File: src/vrf_pkg.sv
package vrf_pkg;
	localparam int POS_W = 13;
	localparam int SEL_W = 18;
	localparam int SEL_HI_W = 5;
	localparam int NUM_GROUPS = 4;
	localparam int NUM_VOUT = 24;
	localparam int GRP_A = 0;

	// Line alternation modes.
	localparam logic [1:0] ALT_SINGLE = 2'h0;
	localparam logic [1:0] ALT_TWO_LINE = 2'h1;
	localparam logic [1:0] ALT_THREE_LINE = 2'h2;
	localparam logic [1:0] ALT_FOUR_LINE = 2'h3;

	// Groups B, C and D walk a five-line pattern in three-line mode.
	localparam logic [2:0] BCD_WRAP_THREE_LINE = 3'h4;
	localparam logic [2:0] BCD_WRAP_DEFAULT = 3'h1;

	localparam logic [POS_W-1:0] POS_RESET = 13'h0000;
	localparam logic [POS_W-1:0] REP_FIRST = 13'h0001;
	localparam logic [2:0] LINE_IDX_RESET = 3'h0;
	localparam logic [NUM_VOUT-1:0] VOUT_RESET = 24'h000000;
	localparam logic [SEL_W-1:0] SEL_RESET = 18'h00000;

	typedef enum logic {
		VRF_IDLE,
		VRF_RUN
	} vrf_seq_state_t;
endpackage : vrf_pkg

File: src/vrf_hold_window.sv
`timescale 1ns/1ps
module vrf_hold_window (
	input wire logic clk_in,
	input wire logic rst_n_in,
	input wire logic enable_in,
	input wire logic line_start_in,
	input wire logic [vrf_pkg::POS_W-1:0] pixel_pos_in,
	input wire logic [vrf_pkg::POS_W-1:0] hold_pos_in,
	input wire logic [vrf_pkg::POS_W-1:0] release_pos_in,
	output logic held_out
);
	typedef struct packed {
		logic held;
	} vrf_hold_state_t;

	vrf_hold_state_t st_reg;
	vrf_hold_state_t st_next;

	always_comb
	begin
		st_next = st_reg;
		if (!enable_in || line_start_in)
			st_next.held = 1'b0;
		else if (pixel_pos_in == release_pos_in)
			st_next.held = 1'b0;
		else if (pixel_pos_in == hold_pos_in)
			st_next.held = 1'b1;
	end

	always_ff @(posedge clk_in or negedge rst_n_in)
	begin
		if (!rst_n_in)
			st_reg <= '0;
		else
			st_reg <= st_next;
	end

	assign held_out = st_reg.held;

	hold_start_a: assert property (
		@(posedge clk_in) disable iff (!rst_n_in)
		enable_in && !line_start_in && pixel_pos_in == hold_pos_in
			&& pixel_pos_in != release_pos_in |=> held_out)
		else $error("hold window did not open at hold position");

	hold_release_a: assert property (
		@(posedge clk_in) disable iff (!rst_n_in)
		held_out && pixel_pos_in == release_pos_in |=> !held_out)
		else $error("hold window did not close at release position");
endmodule : vrf_hold_window

File: src/vrf_group_seq.sv
`timescale 1ns/1ps
module vrf_group_seq (
	input wire logic clk_in,
	input wire logic rst_n_in,
	input wire logic line_start_in,
	input wire logic [vrf_pkg::POS_W-1:0] pixel_pos_in,
	input wire logic [vrf_pkg::POS_W-1:0] start_pos_in,
	input wire logic [vrf_pkg::POS_W-1:0] length_in,
	input wire logic [vrf_pkg::POS_W-1:0] final_length_in,
	input wire logic final_length_en_in,
	input wire logic [vrf_pkg::POS_W-1:0] reps_in,
	input wire logic [vrf_pkg::POS_W-1:0] extra_pos_in,
	input wire logic extra_en_in,
	output logic active_out,
	output logic final_rep_out,
	output logic extra_toggle_out
);
	typedef struct packed {
		vrf_pkg::vrf_seq_state_t state;
		logic [vrf_pkg::POS_W-1:0] pos;
		logic [vrf_pkg::POS_W-1:0] rep;
		logic active;
		logic final_rep;
		logic extra;
	} vrf_group_state_t;

	vrf_group_state_t st_reg;
	vrf_group_state_t st_next;
	logic last;
	logic end_of_rep;
	logic [vrf_pkg::POS_W-1:0] cur_len;

	always_comb
	begin
		last = (st_reg.rep == reps_in);
		cur_len = (last && final_length_en_in) ? final_length_in : length_in;
		// A zero length is treated as one so a bad setting cannot stall the group.
		end_of_rep = ({1'b0, st_reg.pos} + 14'h0001) >= {1'b0, cur_len};
		st_next = st_reg;
		st_next.extra = 1'b0;
		unique case (st_reg.state)
			vrf_pkg::VRF_IDLE:
			begin
				if (!line_start_in && pixel_pos_in == start_pos_in && reps_in != '0)
				begin
					st_next.state = vrf_pkg::VRF_RUN;
					st_next.pos = vrf_pkg::POS_RESET;
					st_next.rep = vrf_pkg::REP_FIRST;
				end
			end
			vrf_pkg::VRF_RUN:
			begin
				// One toggle point shared by every output of the group.
				st_next.extra = extra_en_in && last && st_reg.pos == extra_pos_in;
				if (line_start_in)
					st_next.state = vrf_pkg::VRF_IDLE;
				else if (end_of_rep)
				begin
					if (last)
						st_next.state = vrf_pkg::VRF_IDLE;
					else
					begin
						st_next.rep = st_reg.rep + vrf_pkg::REP_FIRST;
						st_next.pos = vrf_pkg::POS_RESET;
					end
				end
				else
					st_next.pos = st_reg.pos + vrf_pkg::REP_FIRST;
			end
		endcase
		st_next.active = (st_next.state == vrf_pkg::VRF_RUN);
		st_next.final_rep = st_next.active && (st_next.rep == reps_in);
	end

	always_ff @(posedge clk_in or negedge rst_n_in)
	begin
		if (!rst_n_in)
			st_reg <= '0;
		else
			st_reg <= st_next;
	end

	assign active_out = st_reg.active;
	assign final_rep_out = st_reg.final_rep;
	assign extra_toggle_out = st_reg.extra;

	final_len_a: assert property (
		@(posedge clk_in) disable iff (!rst_n_in)
		st_reg.state == vrf_pkg::VRF_RUN && last && final_length_en_in
			&& final_length_in != '0 && st_reg.pos == final_length_in - 13'h0001
			|=> st_reg.state == vrf_pkg::VRF_IDLE)
		else $error("final repetition did not end at final length");

	plain_len_a: assert property (
		@(posedge clk_in) disable iff (!rst_n_in)
		st_reg.state == vrf_pkg::VRF_RUN && !last && !line_start_in && length_in != '0
			&& st_reg.pos == length_in - 13'h0001
			|=> st_reg.pos == '0 && st_reg.rep == $past(st_reg.rep) + 13'h0001)
		else $error("normal repetition did not wrap at pattern length");

	extra_gate_a: assert property (
		@(posedge clk_in) disable iff (!rst_n_in)
		extra_toggle_out |-> $past(extra_en_in) && $past(last))
		else $error("extra toggle outside enabled final repetition");

	seq_run_c: cover property (
		@(posedge clk_in) disable iff (!rst_n_in)
		final_rep_out ##1 !active_out);
endmodule : vrf_group_seq

File: src/vseq_repeat_freeze_control.sv
`timescale 1ns/1ps
// Function
// - Group A repetitions for third line
// - Group A repetitions for fourth line
// - Groups B-D repetitions for odd lines
// - Groups B-D repetitions for even lines
// - Four hold positions stop vertical outputs
// - Four paired release positions restart outputs
// - Special mode: hold regs give select low bits
// - Special mode: release regs give select high bits
// - Enabled final repetition uses separate length
// - Enabled optional fifth toggle per group
// - Fifth toggle shared by group outputs
// - Final-length enable: one bit per group
// - Fifth-toggle enable: one bit per group
// - Four-line: A cycles four, others alternate
module vseq_repeat_freeze_control (
	input wire logic clk_in,
	input wire logic rst_n_in,
	input wire logic seq_start_in,
	input wire logic line_start_in,
	input wire logic [vrf_pkg::POS_W-1:0] pixel_pos_in,
	input wire logic [vrf_pkg::NUM_VOUT-1:0] v_pattern_in,
	input wire logic [2*vrf_pkg::NUM_VOUT-1:0] group_map_in,
	input wire logic [1:0] alternation_mode_in,
	input wire logic [3:0] vertical_hold_mask_enable_in,
	input wire logic special_alternation_enable_in,
	input wire logic [3:0] final_rep_length_enable_in,
	input wire logic [3:0] extra_toggle_enable_in,
	input wire logic [3:0][vrf_pkg::POS_W-1:0] group_pattern_start_in,
	input wire logic [3:0][vrf_pkg::POS_W-1:0] group_pattern_length_in,
	input wire logic [vrf_pkg::POS_W-1:0] group_a_reps_line1_in,
	input wire logic [vrf_pkg::POS_W-1:0] group_a_reps_line2_in,
	input wire logic [vrf_pkg::POS_W-1:0] group_a_reps_line3_in,
	input wire logic [vrf_pkg::POS_W-1:0] group_a_reps_line4_in,
	input wire logic [vrf_pkg::POS_W-1:0] group_b_reps_odd_in,
	input wire logic [vrf_pkg::POS_W-1:0] group_c_reps_odd_in,
	input wire logic [vrf_pkg::POS_W-1:0] group_d_reps_odd_in,
	input wire logic [vrf_pkg::POS_W-1:0] group_b_reps_even_in,
	input wire logic [vrf_pkg::POS_W-1:0] group_c_reps_even_in,
	input wire logic [vrf_pkg::POS_W-1:0] group_d_reps_even_in,
	input wire logic [vrf_pkg::POS_W-1:0] v_hold_point_1_in,
	input wire logic [vrf_pkg::POS_W-1:0] v_hold_point_2_in,
	input wire logic [vrf_pkg::POS_W-1:0] v_hold_point_3_in,
	input wire logic [vrf_pkg::POS_W-1:0] v_hold_point_4_in,
	input wire logic [vrf_pkg::POS_W-1:0] v_release_point_1_in,
	input wire logic [vrf_pkg::POS_W-1:0] v_release_point_2_in,
	input wire logic [vrf_pkg::POS_W-1:0] v_release_point_3_in,
	input wire logic [vrf_pkg::POS_W-1:0] v_release_point_4_in,
	input wire logic [vrf_pkg::POS_W-1:0] final_rep_length_a_in,
	input wire logic [vrf_pkg::POS_W-1:0] final_rep_length_b_in,
	input wire logic [vrf_pkg::POS_W-1:0] final_rep_length_c_in,
	input wire logic [vrf_pkg::POS_W-1:0] final_rep_length_d_in,
	input wire logic [vrf_pkg::POS_W-1:0] extra_toggle_pos_a_in,
	input wire logic [vrf_pkg::POS_W-1:0] extra_toggle_pos_b_in,
	input wire logic [vrf_pkg::POS_W-1:0] extra_toggle_pos_c_in,
	input wire logic [vrf_pkg::POS_W-1:0] extra_toggle_pos_d_in,
	output logic [vrf_pkg::NUM_VOUT-1:0] vertical_output_out,
	output logic vertical_held_out,
	output logic [3:0] group_active_out,
	output logic [3:0] group_final_rep_out,
	output logic [vrf_pkg::SEL_W-1:0] even_segment_select_0_out,
	output logic [vrf_pkg::SEL_W-1:0] even_segment_select_1_out,
	output logic [vrf_pkg::SEL_W-1:0] odd_segment_select_0_out,
	output logic [vrf_pkg::SEL_W-1:0] odd_segment_select_1_out
);
	typedef struct packed {
		logic [2:0] a_idx;
		logic [2:0] bcd_idx;
		logic first;
		logic [vrf_pkg::NUM_VOUT-1:0] tog;
		logic [vrf_pkg::NUM_VOUT-1:0] vout;
		logic held;
		logic [3:0][vrf_pkg::SEL_W-1:0] seg;
	} vrf_top_state_t;

	vrf_top_state_t st_reg;
	vrf_top_state_t st_next;
	logic [3:0][vrf_pkg::POS_W-1:0] reps_sel;
	logic [3:0][vrf_pkg::POS_W-1:0] final_len;
	logic [3:0][vrf_pkg::POS_W-1:0] extra_pos;
	logic [3:0][vrf_pkg::POS_W-1:0] hold_pos;
	logic [3:0][vrf_pkg::POS_W-1:0] release_pos;
	logic [3:0] window_held;
	logic [3:0] group_active;
	logic [3:0] group_final;
	logic [3:0] extra_pulse;
	logic [vrf_pkg::NUM_VOUT-1:0] tog_flip;
	logic bcd_even;
	logic [2:0] a_wrap;
	logic [2:0] bcd_wrap;

	assign final_len = {final_rep_length_d_in, final_rep_length_c_in,
		final_rep_length_b_in, final_rep_length_a_in};
	assign extra_pos = {extra_toggle_pos_d_in, extra_toggle_pos_c_in,
		extra_toggle_pos_b_in, extra_toggle_pos_a_in};
	assign hold_pos = {v_hold_point_4_in, v_hold_point_3_in,
		v_hold_point_2_in, v_hold_point_1_in};
	assign release_pos = {v_release_point_4_in, v_release_point_3_in,
		v_release_point_2_in, v_release_point_1_in};

	// Group A walks one count per line of the alternation cycle; B to D use parity, or a five-line cycle in three-line mode.
	always_comb
	begin
		a_wrap = {1'b0, alternation_mode_in};
		bcd_wrap = (alternation_mode_in == vrf_pkg::ALT_THREE_LINE) ?
			vrf_pkg::BCD_WRAP_THREE_LINE : vrf_pkg::BCD_WRAP_DEFAULT;
		bcd_even = (st_reg.bcd_idx == vrf_pkg::LINE_IDX_RESET);
		unique case (st_reg.a_idx)
			3'h0: reps_sel[vrf_pkg::GRP_A] = group_a_reps_line1_in;
			3'h1: reps_sel[vrf_pkg::GRP_A] = group_a_reps_line2_in;
			3'h2: reps_sel[vrf_pkg::GRP_A] = group_a_reps_line3_in;
			3'h3: reps_sel[vrf_pkg::GRP_A] = group_a_reps_line4_in;
			default: reps_sel[vrf_pkg::GRP_A] = group_a_reps_line1_in;
		endcase
		reps_sel[1] = bcd_even ? group_b_reps_even_in : group_b_reps_odd_in;
		reps_sel[2] = bcd_even ? group_c_reps_even_in : group_c_reps_odd_in;
		reps_sel[3] = bcd_even ? group_d_reps_even_in : group_d_reps_odd_in;
	end

	genvar g;
	generate
		for (g = 0; g < vrf_pkg::NUM_GROUPS; g++)
		begin : gen_group
			vrf_group_seq u_seq (
				.clk_in(clk_in),
				.rst_n_in(rst_n_in),
				.line_start_in(line_start_in),
				.pixel_pos_in(pixel_pos_in),
				.start_pos_in(group_pattern_start_in[g]),
				.length_in(group_pattern_length_in[g]),
				.final_length_in(final_len[g]),
				.final_length_en_in(final_rep_length_enable_in[g]),
				.reps_in(reps_sel[g]),
				.extra_pos_in(extra_pos[g]),
				.extra_en_in(extra_toggle_enable_in[g]),
				.active_out(group_active[g]),
				.final_rep_out(group_final[g]),
				.extra_toggle_out(extra_pulse[g])
			);
			// In special mode these registers carry segment selects, so no hold applies.
			vrf_hold_window u_hold (
				.clk_in(clk_in),
				.rst_n_in(rst_n_in),
				.enable_in(vertical_hold_mask_enable_in[g] && !special_alternation_enable_in),
				.line_start_in(line_start_in),
				.pixel_pos_in(pixel_pos_in),
				.hold_pos_in(hold_pos[g]),
				.release_pos_in(release_pos[g]),
				.held_out(window_held[g])
			);
		end
	endgenerate

	genvar v;
	generate
		for (v = 0; v < vrf_pkg::NUM_VOUT; v++)
		begin : gen_vout
			assign tog_flip[v] = extra_pulse[group_map_in[2*v +: 2]];
		end
	endgenerate

	always_comb
	begin
		st_next = st_reg;
		if (seq_start_in)
			st_next.first = 1'b1;
		else if (line_start_in)
		begin
			st_next.first = 1'b0;
			if (st_reg.first)
			begin
				st_next.a_idx = vrf_pkg::LINE_IDX_RESET;
				st_next.bcd_idx = vrf_pkg::LINE_IDX_RESET;
			end
			else
			begin
				st_next.a_idx = (st_reg.a_idx >= a_wrap) ?
					vrf_pkg::LINE_IDX_RESET : st_reg.a_idx + 3'h1;
				st_next.bcd_idx = (st_reg.bcd_idx >= bcd_wrap) ?
					vrf_pkg::LINE_IDX_RESET : st_reg.bcd_idx + 3'h1;
			end
		end
		st_next.tog = line_start_in ? vrf_pkg::VOUT_RESET : (st_reg.tog ^ tog_flip);
		st_next.held = |window_held;
		// The output keeps the level it had when the window opened.
		st_next.vout = (|window_held) ? st_reg.vout : (v_pattern_in ^ st_reg.tog);
		// Outside special mode the words read as zero, so a stale select cannot steer a merge.
		for (int k = 0; k < 4; k++)
		begin
			st_next.seg[k] = special_alternation_enable_in ?
				{release_pos[k][vrf_pkg::SEL_HI_W-1:0], hold_pos[k]} :
				vrf_pkg::SEL_RESET;
		end
	end

	always_ff @(posedge clk_in or negedge rst_n_in)
	begin
		if (!rst_n_in)
		begin
			st_reg <= '0;
			st_reg.first <= 1'b1;
		end
		else
			st_reg <= st_next;
	end

	assign vertical_output_out = st_reg.vout;
	assign vertical_held_out = st_reg.held;
	assign group_active_out = group_active;
	assign group_final_rep_out = group_final;
	assign even_segment_select_0_out = st_reg.seg[0];
	assign even_segment_select_1_out = st_reg.seg[1];
	assign odd_segment_select_0_out = st_reg.seg[2];
	assign odd_segment_select_1_out = st_reg.seg[3];

	seg_low_a: assert property (
		@(posedge clk_in) disable iff (!rst_n_in)
		special_alternation_enable_in |=>
			odd_segment_select_1_out[12:0] == $past(v_hold_point_4_in)
			&& even_segment_select_0_out[12:0] == $past(v_hold_point_1_in))
		else $error("segment select low bits not taken from hold points");

	seg_high_a: assert property (
		@(posedge clk_in) disable iff (!rst_n_in)
		special_alternation_enable_in |=>
			even_segment_select_1_out[17:13] == $past(v_release_point_2_in[4:0])
			&& odd_segment_select_0_out[17:13] == $past(v_release_point_3_in[4:0]))
		else $error("segment select high bits not taken from release points");

	special_nohold_a: assert property (
		@(posedge clk_in) disable iff (!rst_n_in)
		special_alternation_enable_in [*2] |=> !vertical_held_out)
		else $error("outputs held while special alternation is on");

	hold_level_a: assert property (
		@(posedge clk_in) disable iff (!rst_n_in)
		vertical_held_out |-> $stable(vertical_output_out))
		else $error("vertical outputs changed inside hold window");

	rep_line3_a: assert property (
		@(posedge clk_in) disable iff (!rst_n_in)
		st_reg.a_idx == 3'h2 |-> reps_sel[0] == group_a_reps_line3_in)
		else $error("third line count not selected for group A");

	a_cycle_a: assert property (
		@(posedge clk_in) disable iff (!rst_n_in)
		alternation_mode_in == vrf_pkg::ALT_FOUR_LINE && line_start_in && !seq_start_in
			&& !st_reg.first && st_reg.a_idx == 3'h2
			|=> st_reg.a_idx == 3'h3 && reps_sel[0] == group_a_reps_line4_in)
		else $error("group A did not step to fourth line count");

	bcd_odd_a: assert property (
		@(posedge clk_in) disable iff (!rst_n_in)
		alternation_mode_in == vrf_pkg::ALT_FOUR_LINE && line_start_in && !seq_start_in
			&& !st_reg.first && bcd_even |=> reps_sel[1] == group_b_reps_odd_in)
		else $error("group B odd count not used on odd line");

	bcd_even_a: assert property (
		@(posedge clk_in) disable iff (!rst_n_in)
		line_start_in && st_reg.first && !seq_start_in
			|=> reps_sel[3] == group_d_reps_even_in)
		else $error("group D even count not used on first line");

	shared_tog_a: assert property (
		@(posedge clk_in) disable iff (!rst_n_in)
		extra_pulse[group_map_in[1:0]] && !line_start_in |=> st_reg.tog[0] != $past(st_reg.tog[0]))
		else $error("shared extra toggle missed an output of its group");

	seg_zero_a: assert property (
		@(posedge clk_in) disable iff (!rst_n_in)
		!special_alternation_enable_in |=>
			even_segment_select_0_out == '0 && odd_segment_select_1_out == '0)
		else $error("segment selects not cleared outside special alternation");

	tog_clear_a: assert property (
		@(posedge clk_in) disable iff (!rst_n_in)
		line_start_in |=> st_reg.tog == vrf_pkg::VOUT_RESET)
		else $error("extra toggle state survived a line start");

	a_wrap_a: assert property (
		@(posedge clk_in) disable iff (!rst_n_in)
		alternation_mode_in == vrf_pkg::ALT_FOUR_LINE && line_start_in && !seq_start_in
			&& !st_reg.first && st_reg.a_idx == 3'h3
			|=> st_reg.a_idx == vrf_pkg::LINE_IDX_RESET
			&& reps_sel[0] == group_a_reps_line1_in)
		else $error("group A did not return to first line count");

	bcd_wrap_a: assert property (
		@(posedge clk_in) disable iff (!rst_n_in)
		alternation_mode_in == vrf_pkg::ALT_THREE_LINE && line_start_in && !seq_start_in
			&& !st_reg.first && st_reg.bcd_idx == vrf_pkg::BCD_WRAP_THREE_LINE
			|=> bcd_even && reps_sel[2] == group_c_reps_even_in)
		else $error("groups B to D did not return to even count");

	special_c: cover property (
		@(posedge clk_in) disable iff (!rst_n_in)
		special_alternation_enable_in ##1 even_segment_select_0_out != '0);

	hold_c: cover property (
		@(posedge clk_in) disable iff (!rst_n_in)
		!vertical_held_out ##1 vertical_held_out [*3] ##1 !vertical_held_out);

	four_line_c: cover property (
		@(posedge clk_in) disable iff (!rst_n_in)
		alternation_mode_in == vrf_pkg::ALT_FOUR_LINE && st_reg.a_idx == 3'h3);

	extra_c: cover property (
		@(posedge clk_in) disable iff (!rst_n_in)
		|extra_pulse);
endmodule : vseq_repeat_freeze_control

File: config.mk
export PLATFORM = sky130hd
export DESIGN_NAME = vseq_repeat_freeze_control
export DESIGN_NICKNAME = d
export VERILOG_FILES = /design/src/vrf_pkg.sv /design/src/vrf_hold_window.sv /design/src/vrf_group_seq.sv /design/src/vseq_repeat_freeze_control.sv
export SDC_FILE = /design/constraint.sdc
export NUM_CORES = 1
export LEC_CHECK = 0
export BUFFER_PORTS_ARGS = -buffer_cell sky130_fd_sc_hd__clkbuf_2
export CELL_PAD_IN_SITES_DETAIL_PLACEMENT = 1
export CELL_PAD_IN_SITES_GLOBAL_PLACEMENT = 2
export CORE_ASPECT_RATIO = 0.75
export CORE_MARGIN = 2
export CORE_UTILIZATION = 31
export DETAILED_ROUTE_END_ITERATION = 10
export PLACE_DENSITY_LB_ADDON = 0.1
export SLEW_MARGIN = 5
export SYNTH_ARGS = -nofsm -noshare
export SYNTH_HDL_FRONTEND = slang
export SYNTH_HIERARCHICAL = 1
export SYNTH_SLANG_ARGS = --single-unit
File: constraint.sdc
create_clock -name clk_in -period 7.4 [get_ports clk_in]
set_input_delay 0.37 -clock clk_in [delete_from_list [all_inputs] [get_ports clk_in]]
set_output_delay 0.37 -clock clk_in [all_outputs]
set_load 0.05 [all_outputs]
==> qor.csv <==
stage,metric,value,unit
timing,setup TNS,0,ns
floorplanning,Core ar.,60800,sq um
place,port bufs,650,
drt,DRT iter0 DRCs,757,
cells_and_area,"Core Util, Final",0.395,
logic_synthesis,top_reg_cell synth,dfrtp_1,
pwr,pwr/cell area,175,nW/um^2
global_routing,initial antenna violation count,9,
logic_synthesis,leading area contributor after synthesis,dfrtp_1,
pwr,LEAKAGE,0.0116,uW
clock_network,"Reg clk slew, reported paths",0.07,ns
logic_synthesis,Post-Synth XOR/XNOR Area,0.183,
cells_and_area,"commonest cells after routing, fill and taps aside","clkbuf_2 (648), xnor2_1 (265), dfrtp_1 (247), xor2_1 (134), mux2i_1 (110)",
worst_setup_path,Startpoint Class,register,
logic_synthesis,Adder-Cell Fraction of Synth Area,0.0458,
logic_synthesis,Cell variety after synth,84,
clock_network,clock latency on the worst-skew pair,0.59,ns
worst_hold_path,Min-Delay Path Class,in -> reg,
floorplanning,die area,63700,sq um
drt,drt pass-1 iters,6,
worst_setup_path,critical path class,reg -> reg,
timing,Tmin final,6.68,ns
clock_network,CTS tree,done,
outcome,outcome,"complete, no violations",
logic_synthesis,largest family of logic cells by synthesized area,XOR/XNOR gates,
global_routing,Total GRT Usage,0.237,
job,max-cap violations,0,
clock_network,Max H-tree Level,1,
timing,Final setup violation count,0,
timing,final hold violation count,0,
worst_hold_path,Hold Crit Depth,2,
worst_setup_path,crit path capture type,register,
logic_synthesis,Synth Instances,1831,
floorplanning,Initial Util,0.315,
place,routability cong.,0.880,
timing,Clock Skew,0.0156,ns
logic_synthesis,multiplexer share of the synthesized area,0.111,
timing,worst hold slack,0.0284,ns
pwr,VDD IR max,0.162,mV
floorplanning,Horiz. Die Dim,291,um
timing,Slew headroom,0.350,
worst_setup_path,CP Data Arrival Time,7.19,ns
place,placed insts,3136,
clock_network,Max Root-Sink Buffers,3,
drt,Via Count,16437,
pwr,P_int,2900,uW
worst_setup_path,CP Max Fanout,14,
drt,final wirelength,77.3,mm
pwr,switching pwr,1310,uW
floorplanning,I/O pin cnt,651,
global_routing,GRT Residual Overflow,0,
pwr,Clk pwr share,0.415,
cells_and_area,"most common cell after layout, fill and taps aside",clkbuf_2,
floorplanning,Core Rows,78,
place,DP Wirelength,61.1,mm
cells_and_area,fin cells,3238,
logic_synthesis,Post-Synth Simple-Gate Area,0.160,
logic_synthesis,register bit total from synthesis,248,
logic_synthesis,main area contributors after synthesis,"dfrtp_1 (32%), xnor2_1 (12%), xor2_1 (6.1%), mux2i_1 (5.8%), ha_1 (4.6%)",
cells_and_area,Area Overhead vs Synth,25.7,%
logic_synthesis,register area share after synthesis,0.324,
drt,Routed WL per cell,23.9,um
clock_network,sinks on the clock net,248,
cells_and_area,max reg flops,104,
logic_synthesis,Netlist Area Pre-Place,19100,sq um
drt,Via density,5.08,
global_routing,vias in the first global route,17605,
clock_network,TritonCTS Buffers,31,
drt,"antenna viol nets, final",0,
logic_synthesis,Synth Area in Compound Gates,0.109,
drt,DRC violations left,0,
timing,Worst Tran Pin Value,0.971,ns
logic_synthesis,"EDFF count, synth",0,
clock_network,root buffer cell,clkbuf_16,
logic_synthesis,synthesized area per cell,10.5,sq um
cells_and_area,Layout Nets,3026,
timing,period utilization,0.903,
global_routing,first-pass GRT wire length,115,mm
logic_synthesis,Ys Warns,6,
floorplanning,die height,219,um
timing,RSZ-0062 raised after global routing,false,
pwr,Flop pwr share,0.336,
clock_network,post-CTS setup buffers,0,
logic_synthesis,Synthesized Nets,2447,
worst_setup_path,Reg2Reg Depth,19,
pwr,Net Sw Frac,0.310,
timing,fin. max-slew vios,0,
worst_setup_path,worst endpoint required time,7.90,ns
global_routing,largest net degree at the start of global routing,135,
logic_synthesis,Synth async-reset ratio,1.00,
timing,Max Fclk,150,MHz
logic_synthesis,post-synth top area share,0.323,
cells_and_area,share of cells above drive strength 1,0.371,
pwr,Comb pwr share,0.249,
## timing repair
action | 4_1_cts | 5_1_grt
hold buffers | 41 | 0
endpoints found under the hold margin | 99 | 0
resized for setup | 0 | 0
## power by group through the flow
| stage | combinational (uW) | clock [uW] | sequential [uW] |
|---|---|---|---|
| 2_1_floorplan | 652 | 0 | 1430 |
| 6_report | 1050 | 1750 | 1410 |
| 5_1_grt | 1130 | 1850 | 1420 |
| 3_5_place_dp | 1030 | 0 | 1440 |
| 3_3_place_gp | 1020 | 0 | 1440 |
| 4_1_cts | 1060 | 1790 | 1410 |
## kinds of logic (layout without fill, tap and decap cells)
logic type,Yosys count,after routing
AOI/OAI and AO/OA,222,222
xor gates and xnor gates,399,399
adders and majority gates,70,70
buffers and inverters,208,811
DFF,248,248
muxes,177,177
other,0,4
and+or+nand+nor,507,507
## layer usage
metal | GRT usage | vias to the layer above | part of all wire
li1 | - | 7680 | -
met1 | 0.317 | 8257 | 0.45
met2 | 0.405 | 398 | 0.48
met3 | 0.0405 | 92 | 0.048
met4 | 0.0466 | 10 | 0.019
met5 | 0 | - | 0.00098
## critical path: stages, from the launching register on
cell and delay [ns]:
dfrtp_1 0.43, ha_1 0.23, ha_1 0.36, a21oi_2 0.72, mux2i_1 0.60, xnor2_1 0.18, nand4_1 0.18, nor4_4 0.33
nand3_1 0.70, mux2i_1 0.29, ha_1 0.38, nand4_1 0.18, a211oi_1 0.21, nor2_1 0.10, a31oi_4 0.54, o2111ai_1 0.24
mux2i_1 0.27, xnor2_1 0.19, nand4_1 0.17, nor4_2 0.28
## cell usage after synthesis (all sizes together), types with 5 or more instances
master / instances
clkbuf: 38
nand2b: 12
ha: 70
nor3: 15
a21oi: 39
nor4: 56
inv: 40
nand2: 92
and4: 7
a211oi: 6
xor2: 134
o21ai: 34
and2: 78
nand4: 69
o31ai: 5
dfrtp: 247
a222oi: 13
o2111ai: 32
xnor2: 265
buf: 130
a21o: 5
nor4b: 5
a31oi: 6
o211ai: 13
nor2b: 15
nand3: 48
a32o: 39
nor2: 82
mux2i: 110
and3: 21
a211o: 6
mux4: 24
mux2: 43
## path summary, 6_finish.rpt
path,from,endpoint,slack [ns]
max in group asynchronous,rst_n_in,even_segment_select_0_out[17],5.76
worst min-delay path,v_hold_point_2_in[10],even_segment_select_1_out[10],0.03
worst min register to register,vertical_output_out[17],vertical_output_out[17],0.53
min in group asynchronous,rst_n_in,even_segment_select_1_out[11],0.31
worst max-delay path,st_reg[125],gen_group[0].u_seq/final_rep_out,0.72
worst max register to register,st_reg[125],gen_group[0].u_seq/final_rep_out,0.72
## area by class of cell
cell class                 instances  area, sq um
antenna                            4         10.0
clock buffer                      41          883
clock inverter                    16          267
fill                            7025        36800
inverter                          40          150
multi-input combinational       1375        11700
sequential                       248         6210
tap                              800         1000
timing repair buffer             714         3860
## through the flow
| step | total power [uW] | area (sq um) | setup WS [ns] |
|---|---|---|---|
| 6_report | 4210 | 24000 | 0.716 |
| 5_1_grt | 4400 | 24000 | 0.127 |
| 4_1_cts | 4260 | 24000 | 0.682 |
| 3_5_place_dp | 2470 | 22500 | 0.707 |
| 3_3_place_gp | 2450 | 22500 | 1.09 |
| 2_1_floorplan | 2080 | 19100 | 2.17 |
(Power assumes the default switching activity.)
